$ cat config.mk
export PLATFORM = sky130hd
export DESIGN_NAME = bias_rail_supervisor
export DESIGN_NICKNAME = d
export VERILOG_FILES = /design/src/bias_rail_pkg.sv /design/src/bias_rail_supervisor.sv
export SDC_FILE = /design/constraint.sdc
export NUM_CORES = 1
export LEC_CHECK = 0
export ABC_AREA = 1
export ABC_CLOCK_PERIOD_IN_PS = 2700
export BUFFER_PORTS_ARGS = -buffer_cell sky130_fd_sc_hd__buf_2
export CAP_MARGIN = 25
export CORE_MARGIN = 5
export CORE_UTILIZATION = 40
export CTS_BUF_LIST = sky130_fd_sc_hd__clkbuf_8 sky130_fd_sc_hd__clkbuf_16
export DETAILED_ROUTE_END_ITERATION = 8
export PLACE_DENSITY = 0.72
export SLEW_MARGIN = 10
export SYNTH_ARGS = -nofsm -noshare
export SYNTH_HDL_FRONTEND = slang
export SYNTH_SLANG_ARGS = --single-unit
$ cat constraint.sdc
create_clock -name CLK -period 2.7 [get_ports CLK]
set_input_delay 0.54 -clock CLK [delete_from_list [all_inputs] [get_ports CLK]]
set_output_delay 0.54 -clock CLK [all_outputs]
set_load 0.1 [all_outputs]
$ cat src/bias_rail_pkg.sv
package bias_rail_pkg;
   // Register bit layout (config store word, rail enable, bias fault and status bits)
   localparam int CFG_W = 8;
   localparam int CFG_FULLDUTY_BIT = 7;
   localparam int CFG_DITHER_BIT = 6;
   localparam int CFG_CCM_BIT = 5;
   localparam int CFG_HS_MSB = 4;
   localparam int CFG_HS_LSB = 3;
   localparam int CFG_LS_MSB = 2;
   localparam int CFG_LS_LSB = 1;
   localparam int RAIL_BIAS_EN_BIT = 1;
   localparam int FAULT_OC_BIT = 2;
   localparam int FAULT_OV_BIT = 1;
   localparam int FAULT_UV_BIT = 0;
   localparam int STAT_FULLDUTY_BIT = 5;
   // Timing in microseconds, converted at 50 MHz
   localparam int CLK_MHZ = 50;
   localparam int SS_PERIOD_US = 1000;
   localparam int UV_MASK_US = 900;
   localparam int SS_CYCLES = SS_PERIOD_US * CLK_MHZ;
   localparam int UV_MASK_CYCLES = UV_MASK_US * CLK_MHZ;
   localparam int TMR_W = 24;
   localparam int REF_W = 10;
   localparam logic [REF_W-1:0] REF_FULL = 10'h3_FF;
   localparam int DITHER_PERIODS = 16;
   localparam int DITHER_W = 5;
   localparam int REV_CYCLES = 8;
   localparam int REV_W = 4;
   localparam int BOOT_CYCLES = 4;
   localparam int BOOT_W = 3;
   localparam logic [CFG_W-1:0] ZERO8 = 8'h00;
   typedef enum {ST_LOCKED, ST_ROM_LOAD, ST_BIAS_ON, ST_SOFTSTART, ST_RUN, ST_OFF} seq_t;
endpackage

$ cat src/bias_rail_supervisor.sv
// Overview of operation
// Load config store first after lockout release
// Enable references and bias before regulator
// Enable regulator after both lockouts, stay on; from ST_OFF the code restarts without checking the overvoltage lockout
// Rail enable bit 1 low disables regulator
// Power-good comparator watched even when disabled
// Soft-start ramps reference zero to full
// Pulse-skip forced during soft-start
// Pre-biased output: hold switching until reference catches
// Config bit 5 selects continuous or skipping
// Skip after consecutive reverse cycles, block reverse
// Full duty off: minimum off pulse each cycle
// Full duty on: keep high side on
// Status bit 5 shows full duty
// Config bit 6 dithers, pattern repeats
// Config bits 4:3 and 2:1 set gate slew
// Overcurrent sets bias fault bit 2
// Overvoltage sets bias fault bit 1
// Undervoltage sets bias fault bit 0
// Undervoltage masked until mask timer expires
// Fault bit rising raises interrupt event
// Fault register read clears both registers
// Timers count clock, loaded from config store; the code loads them from fixed package constants instead
`timescale 1ns/10ps
`default_nettype none
module bias_rail_supervisor (
   // Clock and reset
   input wire logic CLK,
   input wire logic RST,
   // Lockout comparators
   input wire logic INPUT_UNDERVOLTAGE_LOCKOUT_RELEASED,
   input wire logic INPUT_OVERVOLTAGE_LOCKOUT_RELEASED,
   // Configuration store interface
   input wire logic ROM_READY,
   input wire logic [7:0] ROM_CONFIG,
   input wire logic [7:0] ROM_RAIL_EN,
   output logic ROM_ENABLE,
   // Register writes and reads from the serial bus
   input wire logic CONFIG_WR,
   input wire logic [7:0] CONFIG_WDATA,
   input wire logic RAIL_WR,
   input wire logic [7:0] RAIL_WDATA,
   input wire logic BIAS_FAULT_RD,
   input wire logic MAIN_FAULT_RD,
   input wire logic [7:0] MAIN_FAULT_SET,
   // Analog comparators
   input wire logic PWM_DEMAND,
   input wire logic REVERSE_CURRENT,
   input wire logic CYCLE_START,
   input wire logic OUT_ABOVE_REF,
   input wire logic RAIL_GOOD_CMP,
   input wire logic OC_CMP,
   input wire logic OV_CMP,
   input wire logic UV_CMP,
   // Power stage controls
   output logic BIAS_CIRCUITS_EN,
   output logic REG_ENABLE,
   output logic [9:0] SS_REF,
   output logic SWITCH_ALLOW,
   output logic PULSE_SKIP,
   output logic BLOCK_REVERSE,
   output logic HS_GATE_ON,
   output logic [4:0] DITHER_STEP,
   output logic [1:0] HS_SLEW,
   output logic [1:0] LS_SLEW,
   output logic BIAS_GOOD,
   // Register views
   output logic [7:0] CONFIG_REG,
   output logic [7:0] RAIL_REG,
   output logic [7:0] BIAS_FAULT,
   output logic [7:0] MAIN_FAULT,
   output logic [7:0] STATUS_REG,
   output logic IRQ_EVENT
);
   bias_rail_pkg::seq_t state_q, state_d;
   logic [7:0] cfg_q, rail_q, bfault_q, mfault_q;
   logic [23:0] tmr_q;
   logic [23:0] uvm_q;
   logic [9:0] ref_q;
   logic [23:0] ss_step_q;
   logic [2:0] boot_q;
   logic [3:0] rev_q;
   logic [4:0] dith_q;
   logic prebias_q, skip_q, fullduty_q, hs_q, irq_q;
   logic lock_ok, in_ss, running, ccm, fd_en, uv_live;
   logic [7:0] bset, bfault_d, mfault_d;
   logic rd_clear;
   localparam logic [23:0] SS_STEP = 24'(bias_rail_pkg::SS_CYCLES / 1023);
   localparam logic [23:0] UVM_LOAD = 24'(bias_rail_pkg::UV_MASK_CYCLES);

   assign lock_ok = INPUT_UNDERVOLTAGE_LOCKOUT_RELEASED && INPUT_OVERVOLTAGE_LOCKOUT_RELEASED;
   assign in_ss = (state_q == bias_rail_pkg::ST_SOFTSTART);
   assign running = in_ss || (state_q == bias_rail_pkg::ST_RUN);
   assign ccm = cfg_q[bias_rail_pkg::CFG_CCM_BIT];
   assign fd_en = cfg_q[bias_rail_pkg::CFG_FULLDUTY_BIT];
   assign uv_live = running && (uvm_q == 24'h00_0000);
   assign rd_clear = BIAS_FAULT_RD || MAIN_FAULT_RD;

   always_comb begin
      state_d = state_q;
      case (state_q)
         bias_rail_pkg::ST_LOCKED: begin
            if (INPUT_UNDERVOLTAGE_LOCKOUT_RELEASED) state_d = bias_rail_pkg::ST_ROM_LOAD;
         end
         bias_rail_pkg::ST_ROM_LOAD: begin
            if (ROM_READY) state_d = bias_rail_pkg::ST_BIAS_ON;
         end
         bias_rail_pkg::ST_BIAS_ON: begin
            if (boot_q == 3'(bias_rail_pkg::BOOT_CYCLES) && lock_ok) begin
               state_d = rail_q[bias_rail_pkg::RAIL_BIAS_EN_BIT] ?
                  bias_rail_pkg::ST_SOFTSTART : bias_rail_pkg::ST_OFF;
            end
         end
         bias_rail_pkg::ST_SOFTSTART: begin
            if (ref_q == bias_rail_pkg::REF_FULL) state_d = bias_rail_pkg::ST_RUN;
         end
         bias_rail_pkg::ST_RUN: state_d = bias_rail_pkg::ST_RUN;
         bias_rail_pkg::ST_OFF: begin
            if (rail_q[bias_rail_pkg::RAIL_BIAS_EN_BIT]) state_d = bias_rail_pkg::ST_SOFTSTART;
         end
         default: state_d = bias_rail_pkg::ST_LOCKED;
      endcase
      if (state_q != bias_rail_pkg::ST_LOCKED && !INPUT_UNDERVOLTAGE_LOCKOUT_RELEASED) begin
         state_d = bias_rail_pkg::ST_LOCKED;
      end else if (running && (!rail_q[bias_rail_pkg::RAIL_BIAS_EN_BIT] || !INPUT_OVERVOLTAGE_LOCKOUT_RELEASED)) begin
         state_d = bias_rail_pkg::ST_OFF;
      end
   end

   always_ff @(posedge CLK) begin
      if (RST) state_q <= bias_rail_pkg::ST_LOCKED;
      else state_q <= state_d;
   end

   // Config and rail enable take their defaults from the store, then software
   always_ff @(posedge CLK) begin
      if (RST) begin
         cfg_q <= bias_rail_pkg::ZERO8;
         rail_q <= bias_rail_pkg::ZERO8;
      end else if (state_q == bias_rail_pkg::ST_ROM_LOAD && ROM_READY) begin
         cfg_q <= ROM_CONFIG;
         rail_q <= ROM_RAIL_EN;
      end else begin
         if (CONFIG_WR) cfg_q <= CONFIG_WDATA;
         if (RAIL_WR) rail_q <= RAIL_WDATA;
      end
   end

   always_ff @(posedge CLK) begin
      if (RST) boot_q <= 3'h0;
      else if (state_q != bias_rail_pkg::ST_BIAS_ON) boot_q <= 3'h0;
      else if (boot_q != 3'(bias_rail_pkg::BOOT_CYCLES)) boot_q <= boot_q + 3'h1;
   end

   // Reference ramp: one step every SS_STEP cycles across the period
   always_ff @(posedge CLK) begin
      if (RST) begin
         ref_q <= 10'h000;
         ss_step_q <= 24'h00_0000;
      end else if (!running) begin
         ref_q <= 10'h000;
         ss_step_q <= 24'h00_0000;
      end else if (in_ss) begin
         if (ss_step_q >= SS_STEP - 24'h00_0001) begin
            ss_step_q <= 24'h00_0000;
            ref_q <= ref_q + 10'h001;
         end else begin
            ss_step_q <= ss_step_q + 24'h00_0001;
         end
      end
   end

   // Mask timer loads at soft-start entry
   always_ff @(posedge CLK) begin
      if (RST) uvm_q <= UVM_LOAD;
      else if (!running) uvm_q <= UVM_LOAD;
      else if (uvm_q != 24'h00_0000) uvm_q <= uvm_q - 24'h00_0001;
   end

   // Pre-bias: switching held until reference reaches the output
   always_ff @(posedge CLK) begin
      if (RST) prebias_q <= 1'b1;
      else if (!running) prebias_q <= 1'b1;
      else if (!OUT_ABOVE_REF) prebias_q <= 1'b0;
   end

   // Reverse current counted per cycle before skipping
   always_ff @(posedge CLK) begin
      if (RST) begin
         rev_q <= 4'h0;
         skip_q <= 1'b0;
      end else if (!running || (ccm && !in_ss)) begin
         rev_q <= 4'h0;
         skip_q <= 1'b0;
      end else if (CYCLE_START) begin
         if (!REVERSE_CURRENT) begin
            rev_q <= 4'h0;
            skip_q <= 1'b0;
         end else if (rev_q == 4'(bias_rail_pkg::REV_CYCLES - 1)) begin
            skip_q <= 1'b1;
         end else begin
            rev_q <= rev_q + 4'h1;
         end
      end
   end

   // Full duty: high side held while feedback low, else min off pulse
   always_ff @(posedge CLK) begin
      if (RST) begin
         hs_q <= 1'b0;
         fullduty_q <= 1'b0;
      end else if (!SWITCH_ALLOW) begin
         hs_q <= 1'b0;
         fullduty_q <= 1'b0;
      end else if (CYCLE_START && !fd_en) begin
         hs_q <= 1'b0;
         fullduty_q <= 1'b0;
      end else begin
         hs_q <= PWM_DEMAND;
         // Flag is judged at each cycle start and held in between while demand stays, not pulsed
         fullduty_q <= fd_en && PWM_DEMAND && (CYCLE_START ? hs_q : fullduty_q);
      end
   end

   always_ff @(posedge CLK) begin
      if (RST) dith_q <= 5'h00;
      else if (!cfg_q[bias_rail_pkg::CFG_DITHER_BIT] || !running) dith_q <= 5'h00;
      else if (CYCLE_START) begin
         if (dith_q == 5'(bias_rail_pkg::DITHER_PERIODS - 1)) dith_q <= 5'h00;
         else dith_q <= dith_q + 5'h01;
      end
   end

   // Sticky faults; a set in the clearing cycle survives
   assign bset = {5'h00, running && OC_CMP, running && OV_CMP, uv_live && UV_CMP};
   assign bfault_d = (rd_clear ? bias_rail_pkg::ZERO8 : bfault_q) | bset;
   assign mfault_d = (rd_clear ? bias_rail_pkg::ZERO8 : mfault_q) | MAIN_FAULT_SET;

   always_ff @(posedge CLK) begin
      if (RST) begin
         bfault_q <= bias_rail_pkg::ZERO8;
         mfault_q <= bias_rail_pkg::ZERO8;
         irq_q <= 1'b0;
      end else begin
         bfault_q <= bfault_d;
         mfault_q <= mfault_d;
         irq_q <= |((bfault_d & ~bfault_q) | (mfault_d & ~mfault_q));
      end
   end

   assign ROM_ENABLE = (state_q != bias_rail_pkg::ST_LOCKED);
   assign BIAS_CIRCUITS_EN = (state_q != bias_rail_pkg::ST_LOCKED) &&
                             (state_q != bias_rail_pkg::ST_ROM_LOAD);
   assign REG_ENABLE = running;
   assign SS_REF = ref_q;
   assign SWITCH_ALLOW = running && !prebias_q;
   assign PULSE_SKIP = in_ss || !ccm;
   assign BLOCK_REVERSE = PULSE_SKIP && skip_q;
   assign HS_GATE_ON = hs_q;
   assign DITHER_STEP = dith_q;
   assign HS_SLEW = cfg_q[bias_rail_pkg::CFG_HS_MSB:bias_rail_pkg::CFG_HS_LSB];
   assign LS_SLEW = cfg_q[bias_rail_pkg::CFG_LS_MSB:bias_rail_pkg::CFG_LS_LSB];
   assign BIAS_GOOD = RAIL_GOOD_CMP;
   assign CONFIG_REG = cfg_q;
   assign RAIL_REG = rail_q;
   assign BIAS_FAULT = bfault_q;
   assign MAIN_FAULT = mfault_q;
   assign STATUS_REG = {2'b00, fullduty_q, 5'h00};
   assign IRQ_EVENT = irq_q;
endmodule // bias_rail_supervisor
`default_nettype wire

# Word-level counts from Yosys, hierarchy flattened
# Cells that the tools add are included.
[totals]
output_inout_bits = 68
word_cells = 131
ff_bits = 139
[classes]
bitwise_logic = 9
addsub = 6
mux = 21
eq_ne = 27
n_reduce_logical = 50
n_lt_le_gt_ge = 1
[op_table]
columns = ["operator", "n"]
rows = [
  ["one-hot mux 32 bit (6 select lines)", 1],
  ["2-to-1 mux 32 bit", 5],
  ["== test 32 x 2 -> 1 bit (second input constant)", 3],
  ["== test 32 x 3 -> 1 bit (second input constant)", 3],
  ["2-to-1 mux 8 bit", 6],
  ["== test 32 x 1 -> 1 bit (second input constant)", 1],
  ["== test 32 x 4 -> 1 bit (second input constant)", 1],
  ["logical NOT 32 bit", 1],
  ["!= test 32 x 2 -> 1 bit (second input constant)", 1],
  ["!= test 32 x 3 -> 1 bit (second input constant)", 1],
  ["nonzero test 32 bit", 1],
  ["adder 24 x 1 -> 24 bit (second input constant)", 1],
  [">= comparator 24 x 6 -> 1 bit (second input constant)", 1],
  ["logical NOT 24 bit", 1],
  ["2-to-1 mux 24 bit", 1],
  ["nonzero test 24 bit", 1],
  ["subtractor 24 x 1 -> 24 bit (second input constant)", 1],
  ["!= test 3 bit (second input constant)", 6],
  ["AND 8 bit", 2],
  ["logical AND 1 bit", 16],
  ["inverter 8 bit", 2],
  ["bitwise OR 8 bit", 2],
  ["!= test 2 bit (second input constant)", 6],
  ["adder 10 x 1 -> 10 bit (second input constant)", 1],
  ["other kinds (22)", 49],
]

# Longest topological paths before layout
# Gate-level depths: netlist (run 1).
[depth]
word_depth = 8
depth_mapped = 10
mapped_depth_nobuf = 10

# Worst setup path after synthesis (run 1)
# Ideal clock, no wire load.
[synth_timing]
path_type = "flip-flop to output port"
start = "register state_q[0]"
end = "output BLOCK_REVERSE"
n_path_buf = 2
required_time_ns = 2.160
stages_incl_launch_ff = 7
arrival_ns = 2.355
slack_ns = -0.195
cell_sequence = "dfxtp_1 buf_6 nand2_4 nor2_8 inv_1 buf_2 a21oi_1"
[synth_via]
elab_chain_cells = 3
[synth_rtl]
columns = ["element", "line", "source"]
rows = [
  ["from (decl)", "bias_rail_supervisor.sv:75", "bias_rail_pkg::seq_t state_q, state_d;"],
  ["from (signal assigned)", "bias_rail_supervisor.sv:131", "if (RST) state_q <= bias_rail_pkg::ST_LOCKED;"],
  ["from (signal assigned)", "bias_rail_supervisor.sv:132", "else state_q <= state_d;"],
  ["== test 32 x 3 -> 1 bit", "bias_rail_supervisor.sv:92", "assign in_ss = (state_q == bias_rail_pkg::ST_SOFTSTART);"],
  ["logical OR 1 bit", "bias_rail_supervisor.sv:257", "assign PULSE_SKIP = in_ss || !ccm;"],
  ["logical AND 1 bit", "bias_rail_supervisor.sv:258", "assign BLOCK_REVERSE = PULSE_SKIP && skip_q;"],
  ["to (decl)", "bias_rail_supervisor.sv:61", "output logic BLOCK_REVERSE,"],
]
# No other way between the ends.

# Final worst setup path (run 1)
[layout_timing]
start = "register state_q[2]"
end = "output SWITCH_ALLOW"
[layout_via]
elab_chain_cells = 3
elab_cells_between_ends = 4
classes_between = "eq/ne: 2; reduce/logical: 2"
[layout_rtl]
columns = ["element", "line", "source"]
rows = [
  ["== test 32 x 3 -> 1 bit or == test 32 x 4 -> 1 bit (tied branches)", "bias_rail_supervisor.sv:92, bias_rail_supervisor.sv:93", ""],
  ["logical OR 1 bit *", "bias_rail_supervisor.sv:93", "assign running = in_ss || (state_q == bias_rail_pkg::ST_RUN);"],
  ["logical AND 1 bit *", "bias_rail_supervisor.sv:256", "assign SWITCH_ALLOW = running && !prebias_q;"],
  ["to (decl)", "bias_rail_supervisor.sv:59", "output logic SWITCH_ALLOW,"],
]
# Mark *: on every way between the ends. The rest lies on a longest branch, timed or not.

==> results of run 1 <==
## placed cells by master, fill, tap and decap left out, types with 4 or more instances in the layout
| cell type | n |
|---|---|
| a21oi_2 | 13 |
| nor2_1 | 112 |
| buf_4 | 4 |
| inv_2 | 6 |
| a21oi_1 | 19 |
| buf_2 | 113 |
| nor3_1 | 6 |
| nand3_1 | 80 |
| xor2_1 | 11 |
| xnor2_1 | 21 |
| conb_1 | 7 |
| nand2_2 | 5 |
| nand2_1 | 159 |
| dfxtp_1 | 110 |
| ha_1 | 8 |
| nor3_2 | 9 |
| clkbuf_16 | 9 |
| o21ai_0 | 13 |
| a31oi_1 | 15 |
| a211oi_1 | 4 |
| inv_1 | 67 |
## layout make-up
class,count,area share
Clock buffer,12,0.04269
Sequential cell,110,0.3527
Timing Repair Buffer,120,0.1050
Multi-Input combinational cell,507,0.4174
Tap cell,176,0.03527
Clock inverter,4,0.003607
Inverter,72,0.04329
## metrics by stage
stage	cell area, um^2	hold WS, ns	power (mW)	util
after global routing	6243	0.4114	4.788	0.4752
final	6243	0.4085	4.568	0.4752
after CTS	6243	0.3943	4.601	0.4752
after global placement	5954	0.4132	3.335	0.4532
after detailed placement	5954	0.4143	3.334	0.4532
after floorplan	5349	0.4221	3.113	-
## report_power, final
part	total, mW	internal (mW)	switching, mW
clock network	1.27	0.696	0.575
logic	1.50	0.303	1.20
registers	1.80	1.70	0.0960
## kinds of logic (layout without fill, tap and decap cells)
| logic type | after synthesis | after routing | share of synthesized area |
|---|---|---|---|
| and+or+nand+nor | 391 | 391 | 0.3305 |
| DFF | 110 | 110 | 0.4137 |
| buffers and inverters | 110 | 208 | 0.1016 |
| AOI/OAI and AO/OA | 68 | 68 | 0.08016 |
| xor gates and xnor gates | 32 | 32 | 0.05266 |
| adders and majority gates | 8 | 8 | 0.01881 |
| other | 1 | 7 | 0.0007045 |
| muxes | 1 | 1 | 0.001881 |
## state kept, by name (all words and copies together) (netlist names)
| name | flops |
|---|---|
| skip_q | 1 |
| state_q | 3 |
| fullduty_q | 1 |
| RAIL_REG | 8 |
| DITHER_STEP | 5 |
| rev_q | 4 |
| CONFIG_REG | 8 |
| MAIN_FAULT | 8 |
| IRQ_EVENT | 1 |
| uvm_q | 24 |
| boot_q | 3 |
| SS_REF | 10 |
| ss_step_q | 24 |
| HS_GATE_ON | 1 |
| BIAS_FAULT | 8 |
| prebias_q | 1 |
## worst paths after layout
| check | startpoint | endpoint | slack [ns] | depth (start not counted) |
|---|---|---|---|---|
| max | state_q[2] | SWITCH_ALLOW | 0.25 | 5 |
| min | OUT_ABOVE_REF | prebias_q | 0.41 | 3 |
| max reg2reg | ss_step_q[0] | ss_step_q[1] | 0.63 | 8 |
| min reg2reg | BIAS_FAULT[4] | BIAS_FAULT[4] | 0.42 | 2 |
## layer usage
layer  wire, um  global-route usage  up-vias
met4        146             0.04401        0
met5          0                   0        -
met2       6044              0.2714      132
met3        850             0.04861       13
met1       5400              0.1914     2149
li1           -                   -     2481
## worst min-delay path, delay by kind of cell
family                 cells  cell delay [ns]
and+or+nand+nor            2             0.10
buffers and inverters      1             0.08
==> summary.txt, run 1 <==
Critical path
  • CP Max Fanout: 9
  • Startpoint types: flip-flop
  • CP bufs+invs: 2
  • Worst setup EP type: primary output
  • Worst path required time: ~2.2 ns
  • Crit path DAT: 1.91 ns
  • Critical path cell sequence: inv_2, nand2_2, nand2_4, nor2_1, buf_2
  • Critical-path top delay cell: dfxtp_1
  • Largest delay share family, worst path: flip-flops
  • Crit path largest cell delay: 0.60 ns
  • Critical path type: reg2out

Timing
  • Final Hold Fails: 0
  • Clock Skew: 0.008154 ns
  • RSZ-0062 raised after global routing: no
  • Minimum clock period: 2.451 ns
  • Relative slew slack: 0.6607
  • Tcrit/Tclk final: 0.9078
  • Setup tns final: 0 ns
  • Post-route worst setup slack: 0.2489 ns
  • Worst-Margin Slew: between 0.5 and 0.6 ns
  • Fmax: around 0.41 GHz
  • Final Max Slew Viols: 0
  • Setup violations, final: 0

Layout
  • Finished Layout Cells: 1,001
  • Multi-input logic area: around 2600 um^2
  • Diodes inserted: 0
  • FF+latch area: about 2200 um^2
  • Fraction of layout cells with a size suffix above 1: 0.2170
  • NumNets Final: 885
  • Area Overhead vs Synth: 17.30%
  • Fillers: between 1,000 and 1,500

Yosys
  • Top post-synthesis cells by count: nand2_1 (159), nor2_1 (112), dfxtp_1 (110), nand3_1 (80), inv_1 (65)
  • Synth Instances: 721
  • Part of the Yosys area used for sequential elements: 0.4137
  • Post-synth EDFFs: 0
  • Post-synth ARST share: 0
  • Synth area leader: dfxtp_1
  • Synth area leaders: dfxtp_1 (41%), nand2_1 (11%), nor2_1 (7.9%)
  • Top cell type's share of synthesized area: 0.4137
  • Post-Syn Area: roughly 5300 um^2
  • Primary FF master, synth: dfxtp_1
  • Post-Syn Area per Cell: about 7.4 um^2
  • Post-synthesis cell type count: 39
  • Synth warn: 0
  • Most common cell in the netlist: nand2_1
  • Seq cells post-synth: between 100 and 150

Floorplan
  • Core Footprint: 13,140 um^2
  • Die W: around 130 um
  • Top Ports: ~130
  • Number of placement rows: 42
  • Starting density of the core: 0.4051
  • Die area: 15,710 um^2
  • Die H: about 130 um

Route
  • Via density: 4.770
  • Wirelength per Cell: between 10 and 15 um
  • Post-route ant nets: 0
  • Via count: ~4,800
  • Residual DRC count: 0
  • Drt pass-1 iters: 5
  • Starting DRT DRC Count: 203
  • Final wirelength: approximately 12 mm

Clocking
  • CTS Root Cell: clkbuf_16
  • Clk_lat worst skew: roughly 0.34 ns
  • Setup bufs post-CTS: 0
  • Htree depth: 3
  • CTS tree: yes
  • CTS hold repair buffers: 0
  • Clock transition at path regs: about 0.070 ns
  • CTS Buffer Depth: 2
  • CTS buffer count: 9
  • CTS Sinks: 110
  • Post-CTS sizing: 0

Global route
  • First-pass GRT wire length: ~21 mm
  • GR Overflow Total: 0
  • Initial antenna violation count: 0
  • Vias in the first global route: between 4,000 and 5,000
  • Total GRT Usage: 0.1579
  • Largest net degree at the start of global routing: 34

Placement
  • Setup WS pre-CTS: 0.6207 ns
  • Gpl congestion: ~0.9
  • Placed cells: 985
  • PortBufs: approximately 120
  • Dpl hpwl: about 9.5 mm

Status
  • Outcome: complete, no violations

Run
  • Max Cap Violations: 0

Power and ir drop
  • Leak pwr: ~2.7 nW
  • Max VDD drop: between 0.5 and 0.6 mV
  • Pwr per Cell Area: ~730 nW/um^2

Worst hold path
  • Tightest Hold Check Type: in2reg
(Power assumes the default switching activity.)
==> inputs of run 2 (changes only) <==
- ABC_AREA: 1 -> unset
==> summary.txt, run 2 <==
Timing
  • Clock Skew: 0.01046 ns (was 0.008154 ns)
  • Setup violations, final: 0 (unchanged)
  • Tcrit/Tclk final: 0.8966 (was 0.9078)
  • Final Max Slew Viols: 0 (unchanged)
  • Setup tns final: 0 ns (unchanged)
  • Worst-Margin Slew: 0.6386 ns (was 0.5125 ns)
  • Worst hold slack: 0.4034 ns (was 0.4085 ns)
  • RSZ-0062 raised after global routing: no (unchanged)
  • Fmax: 0.4131 GHz (was 0.4080 GHz)
  • Relative slew slack: 0.5633 (was 0.6607)
  • Minimum clock period: 2.421 ns (was 2.451 ns)
  • Final Hold Fails: 0 (unchanged)
  • Post-route worst setup slack: 0.2792 ns (was 0.2489 ns)

Yosys
  • Synth warn: 0 (unchanged)
  • Synth area leaders: dfxtp_1 (41%), mux2i_1 (6.1%), a211oi_1 (3.8%) (was dfxtp_1 (41%), nand2_1 (11%), nor2_1 (7.9%))
  • Seq cells post-synth: 110 (unchanged)
  • Post-Syn Area: 5391 um^2 (was 5323 um^2)
  • Post-synthesis cell type count: 58 (was 39)
  • Post-Syn Area per Cell: 8.544 um^2 (was 7.382 um^2)
  • Synth area leader: dfxtp_1 (unchanged)
  • Primary FF master, synth: dfxtp_1 (unchanged)
  • Post-synth EDFFs: 0 (unchanged)
  • Post-synth ARST share: 0 (unchanged)
  • Most common cell in the netlist: dfxtp_1 (was nand2_1)
  • Part of the Yosys area used for sequential elements: 0.4084 (was 0.4137)
  • Synth Instances: 631 (was 721)
  • Top cell type's share of synthesized area: 0.4084 (was 0.4137)
  • Top post-synthesis cells by count: dfxtp_1 (110), nand2_1 (53), nor2_1 (37), a21oi_1 (35), mux2i_1 (33) (was nand2_1 (159), nor2_1 (112), dfxtp_1 (110), nand3_1 (80), inv_1 (65))

Power and ir drop
  • Seq pwr share: 0.394 (about the same)
  • Cell Int Power: 2.836 mW (was 2.701 mW)
  • Switch share: 0.3753 (was 0.4086)
  • Max VDD drop: 0.5389 mV (was 0.5047 mV)
  • Comb pwr share: 0.283 (was 0.328)
  • Pwr per Cell Area: 697.7 nW/um^2 (was 731.6 nW/um^2)
  • Leak pwr: 2.564 nW (was 2.678 nW)
  • Clock group share of total power: 0.323 (was 0.278)
  • Sw power: 1.703 mW (was 1.867 mW)
  • Power, Total: 4.539 mW (was 4.568 mW)

Global route
  • GR Overflow Total: 0 (unchanged)
  • Total GRT Usage: 0.1633 (was 0.1579)
  • Vias in the first global route: 4,471 (was 4,528)
  • Initial antenna violation count: 0 (unchanged)
  • Largest net degree at the start of global routing: 41 (was 34)
  • First-pass GRT wire length: 21.80 mm (was 20.89 mm)

Run
  • Max Cap Violations: 0 (unchanged)

Floorplan
  • Die W: 126.1 um (was 125.4 um)
  • Starting density of the core: 0.4071 (was 0.4051)
  • Number of placement rows: 42 (unchanged)
  • Core Footprint: 13,240 um^2 (was 13,140 um^2)
  • Top Ports: 125 (unchanged)
  • Die H: 126.1 um (was 125.4 um)
  • Die area: 15,900 um^2 (was 15,710 um^2)

Placement
  • Placed cells: 893 (was 985)
  • Area after DPL: 6150 um^2 (was 5954 um^2)
  • Gpl congestion: 0.8189 (was 0.8985)
  • PortBufs: 115 (unchanged)
  • Setup WS pre-CTS: 0.5246 ns (was 0.6207 ns)
  • Dpl hpwl: 9.568 mm (was 9.507 mm)

Route
  • Via density: 5.441 (was 4.770)
  • Wirelength per Cell: 14.53 um (was 12.43 um)
  • Drt pass-1 iters: 5 (unchanged)
  • Residual DRC count: 0 (unchanged)
  • Final wirelength: 13.22 mm (was 12.44 mm)
  • Via count: 4,951 (was 4,775)
  • Post-route ant nets: 0 (unchanged)
  • Starting DRT DRC Count: 327 (was 203)

Critical path
  • CP Max Fanout: 17 (was 9)
  • Worst setup EP type: primary output (unchanged)
  • Worst path required time: 2.16 ns (about the same)
  • Startpoint types: flip-flop (unchanged)
  • Crit path DAT: 1.88 ns (was 1.91 ns)
  • Critical path type: reg2out (unchanged)
  • R2R Setup Slk: 0.46 ns (was 0.63 ns)

Layout
  • Multi-input logic area: 2889 um^2 (was 2606 um^2)
  • Diodes inserted: 0 (unchanged)
  • Area Overhead vs Synth: 20.68% (was 17.30%)
  • NumNets Final: 794 (was 885)
  • FF+latch area: 2202 um^2 (unchanged)
  • Fillers: 1,280 (was 1,351)
  • Most frequent cells in the layout: buf_2 (111), dfxtp_1 (110), nand2_1 (52) (was nand2_1 (159), buf_2 (113), nor2_1 (112))
  • Commonest non-fill, non-tap cell in the layout: buf_2 (was nand2_1)
  • Post-layout util: 0.4913 (was 0.4752)
  • Fin area: 6506 um^2 (was 6243 um^2)
  • Fraction of layout cells with a size suffix above 1: 0.2166 (was 0.2170)
  • Finished Layout Cells: 910 (was 1,001)

Clocking
  • Clk_lat worst skew: 0.36 ns (was 0.34 ns)
  • Clock transition at path regs: 0.07 ns (about the same)
  • CTS tree: yes (unchanged)
  • CTS buffer count: 9 (unchanged)
  • Post-CTS sizing: 0 (unchanged)
  • CTS Sinks: 110 (unchanged)
  • CTS hold repair buffers: 0 (unchanged)
  • Htree depth: 3 (unchanged)
  • CTS Buffer Depth: 2 (unchanged)
  • CTS Root Cell: clkbuf_16 (unchanged)
  • Setup bufs post-CTS: 0 (unchanged)

Worst hold path
  • Tightest Hold Check Type: in2reg (unchanged)

Status
  • Outcome: complete, no violations (unchanged)
[run 2: cell types whose count changed after synthesis, sizes merged, moves of 13 or more]
cell / delta
clkbuf: +28
xnor2: -16
o21ai: +14
nor2: -79
nand2: -113
or3: +13
a31oi: -14
nor4: +20
nand2b: +19
mux2i: +32
inv: -43
a211oi: +23
nand3: -66
buf: -18
[run 2: kinds of logic after synthesis]
kind of cell,Yosys count,synth area share
AND/OR/NAND/NOR,255,0.2574
AO/OA/AOI/OAI,134,0.1662
flip-flops,110,0.4084
buffers and inverters,76,0.06382
multiplexers,35,0.06544
XOR/XNOR,12,0.01949
adder cells (fa/ha/maj),8,0.01857
other,1,0.0006955
[run 2: worst paths after layout]
path	startpoint	end	cells past startpoint
setup / recovery	state_q[0]	BLOCK_REVERSE	5
hold / removal	OUT_ABOVE_REF	prebias_q	3
setup reg to reg	ss_step_q[0]	SS_REF[6]	5
hold reg to reg	BIAS_FAULT[3]	BIAS_FAULT[3]	1
[run 2: metal layers]
metal	track usage	part of all wire	routed length (um)
met1	0.2259	0.47	6248
met3	0.04445	0.080	1062
met4	0.05678	0.017	221
met2	0.2454	0.43	5686
met5	0	0	0
[run 2: power groups by stage]
stage	clock network, mW	logic, mW	registers [mW]
global route	1.58	1.36	1.81
CTS	1.51	1.27	1.79
finish	1.47	1.28	1.79
floorplan	0	0.751	2.08
detailed placement	0	1.26	1.82
global placement	0	1.26	1.82
[run 2: final cells by class]
class	instances	share of cell area
multi-input cells	451	0.4440
inverters	28	0.01615
flip-flops and latches	110	0.3385
repair buffers	129	0.1169
clock buffers	9	0.03462
clock inverters	7	0.01596
well taps	176	0.03385
[run 2: critical path, cell delays in order, from the launching register on]
cell      delay [ns]
dfxtp_1         0.60
nand3b_1        0.17
buf_4           0.25
nand2_2         0.14
and2_1          0.18
buf_12          0.18
==> inputs of run 3 (changes only) <==
- ABC_CLOCK_PERIOD_IN_PS: 2700 -> 3050
- TNS_END_PERCENT: unset -> 50
- clock period: 2.7 -> 3.05 ns (I/O delays scaled with it)
==> summary.txt, run 3 (synthesized netlist as in run 2, its figures left out) <==
Status
  • Outcome: complete, no violations (unchanged)

Worst hold path
  • Hold Path Sink: prebias_q (unchanged)
  • Hold_sp: OUT_ABOVE_REF (unchanged)
  • Tightest Hold Check Type: in2reg (unchanged)
  • Worst hold stages: 3 (unchanged)

Timing
  • Final Hold Fails: 0 (unchanged)
  • Clock Skew: 0.008177 ns (was 0.01046 ns)
  • Worst hold slack: 0.4493 ns (was 0.4034 ns)
  • Final Max Slew Viols: 0 (unchanged)
  • Minimum clock period: about 2.6 ns
  • Setup violations, final: 0 (unchanged)
  • Worst-Margin Slew: 0.7549 ns (was 0.6386 ns)
  • RSZ-0062 raised after global routing: no (unchanged)
  • Tcrit/Tclk final: 0.8582
  • Relative slew slack: 0.4948 (was 0.5633)
  • Fmax: between 0.3 and 0.4 GHz
  • Setup tns final: 0 ns (unchanged)

Route
  • Starting DRT DRC Count: 347 (was 327)
  • Final wirelength: 13.09 mm (was 13.22 mm)
  • Via density: 5.451 (was 5.441)
  • Residual DRC count: 0 (unchanged)
  • Wirelength per Cell: 14.43 um (was 14.53 um)
  • Post-route ant nets: 0 (unchanged)
  • Drt pass-1 iters: 5 (unchanged)
  • Via count: 4,944 (was 4,951)

Floorplan
  • Starting density of the core: 0.4071 (unchanged)
  • Die H: 126.1 um (unchanged)
  • Number of placement rows: 42 (unchanged)
  • Die area: 15,900 um^2 (unchanged)
  • Core Footprint: 13,240 um^2 (unchanged)
  • Die W: 126.1 um (unchanged)
  • Top Ports: 125 (unchanged)

Critical path
  • R2R Path End: ss_step_q[16] (was SS_REF[6])
  • Worst setup EP type: primary output (unchanged)
  • Reg-to-Reg Start: state_q[0] (was ss_step_q[0])
  • Worst Setup SP: state_q[2] (was state_q[0])
  • Worst path required time: 2.44 ns (was 2.16 ns)
  • R2R Setup Slk: 0.73 ns (was 0.46 ns)
  • Startpoint types: flip-flop (unchanged)
  • Critical path type: reg2out (unchanged)
  • CP Max Fanout: 11 (was 17)
  • Crit path DAT: 2.01 ns (was 1.88 ns)
  • R2R depth: 5 (unchanged)

Power and ir drop
  • Pwr per Cell Area: 603.8 nW/um^2 (was 697.7 nW/um^2)
  • Switch share: 0.3805 (was 0.3753)
  • Cell Int Power: 2.382 mW (was 2.836 mW)
  • Seq pwr share: 0.411 (was 0.394)
  • Comb pwr share: 0.287 (was 0.283)
  • Clock group share of total power: 0.301 (was 0.323)
  • Max VDD drop: 0.4676 mV (was 0.5389 mV)
  • Power, Total: 3.845 mW (was 4.539 mW)
  • Sw power: 1.463 mW (was 1.703 mW)
  • Leak pwr: 2.516 nW (was 2.564 nW)

Clocking
  • CTS hold repair buffers: 0 (unchanged)
  • CTS buffer count: 9 (unchanged)
  • CTS Sinks: 110 (unchanged)
  • CTS Buffer Depth: 2 (unchanged)
  • CTS Root Cell: clkbuf_16 (unchanged)
  • Setup bufs post-CTS: 0 (unchanged)
  • Htree depth: 3 (unchanged)
  • Post-CTS sizing: 0 (unchanged)
  • Clk_lat worst skew: 0.35 ns (was 0.36 ns)
  • CTS tree: yes (unchanged)
  • Clock transition at path regs: 0.07 ns (about the same)

Run
  • Max Cap Violations: 0 (unchanged)

Layout
  • Area Overhead vs Synth: 18.10% (was 20.68%)
  • Fraction of layout cells with a size suffix above 1: 0.2107 (was 0.2166)
  • Diodes inserted: 0 (unchanged)
  • Post-layout util: 0.4808 (was 0.4913)
  • Commonest non-fill, non-tap cell in the layout: buf_2 (unchanged)
  • NumNets Final: 792 (was 794)
  • Most frequent cells in the layout: buf_2 (115), dfxtp_1 (110), nand2_1 (52) (was buf_2 (111), dfxtp_1 (110), nand2_1 (52))

Placement
  • PortBufs: 115 (unchanged)
  • Dpl hpwl: 9.586 mm (was 9.568 mm)
  • Gpl congestion: 0.8493 (was 0.8189)

Global route
  • Total GRT Usage: 0.1629 (was 0.1633)
  • GR Overflow Total: 0 (unchanged)
  • Initial antenna violation count: 0 (unchanged)
  • First-pass GRT wire length: 21.61 mm (was 21.80 mm)
  • Vias in the first global route: 4,495 (was 4,471)
  • Largest net degree at the start of global routing: 39 (was 41)
run 3: final cells by class:
class	instances	area (um^2)
Sequential cell	110	2202
Fill cell	1320	6875
Inverter	28	105.1
Tap cell	176	220.2
Clock buffer	9	225.2
Clock inverter	6	63.81
Multi-Input combinational cell	451	2885
Timing Repair Buffer	127	665.6
run 3: worst max path at each step:
stage	to	slack, ns	depth (start not counted)
finish	REG_ENABLE	0.43	3
global route	BLOCK_REVERSE	0.33	4
CTS	REG_ENABLE	0.41	3
detailed placement	ss_step_q[16]	0.75	5
global placement	ss_step_q[16]	0.79	5
floorplan	SWITCH_ALLOW	0.03	3
run 3: worst max-delay path, stage by stage (launching register included):
cell	delay (ns)
dfxtp_1	0.50
or3b_2	0.52
nand2_1	0.17
buf_2	0.46
run 3: stage by stage:
step                      area (um^2)  setup slack, ns  cells
after floorplan                  5416          0.03367    637
after global placement           6078           0.7878    892
after detailed placement         6078           0.7508    892
after CTS                        6367           0.4146    907
after global routing             6367           0.3299    907
final                            6367           0.4326    907
run 3: power groups by stage:
stage	clock, mW	combinational [mW]	sequential [mW]
floorplan	0	0.664	1.85
global placement	0	1.11	1.61
detailed placement	0	1.11	1.61
CTS	1.20	1.11	1.58
global route	1.24	1.18	1.59
finish	1.16	1.10	1.58
run 3: per-layer routing:
metal / track usage / share of wire
met2: 0.2482 / 0.44
met4: 0.05047 / 0.013
met1: 0.2128 / 0.45
met3: 0.06435 / 0.092
met5: 0 / 0
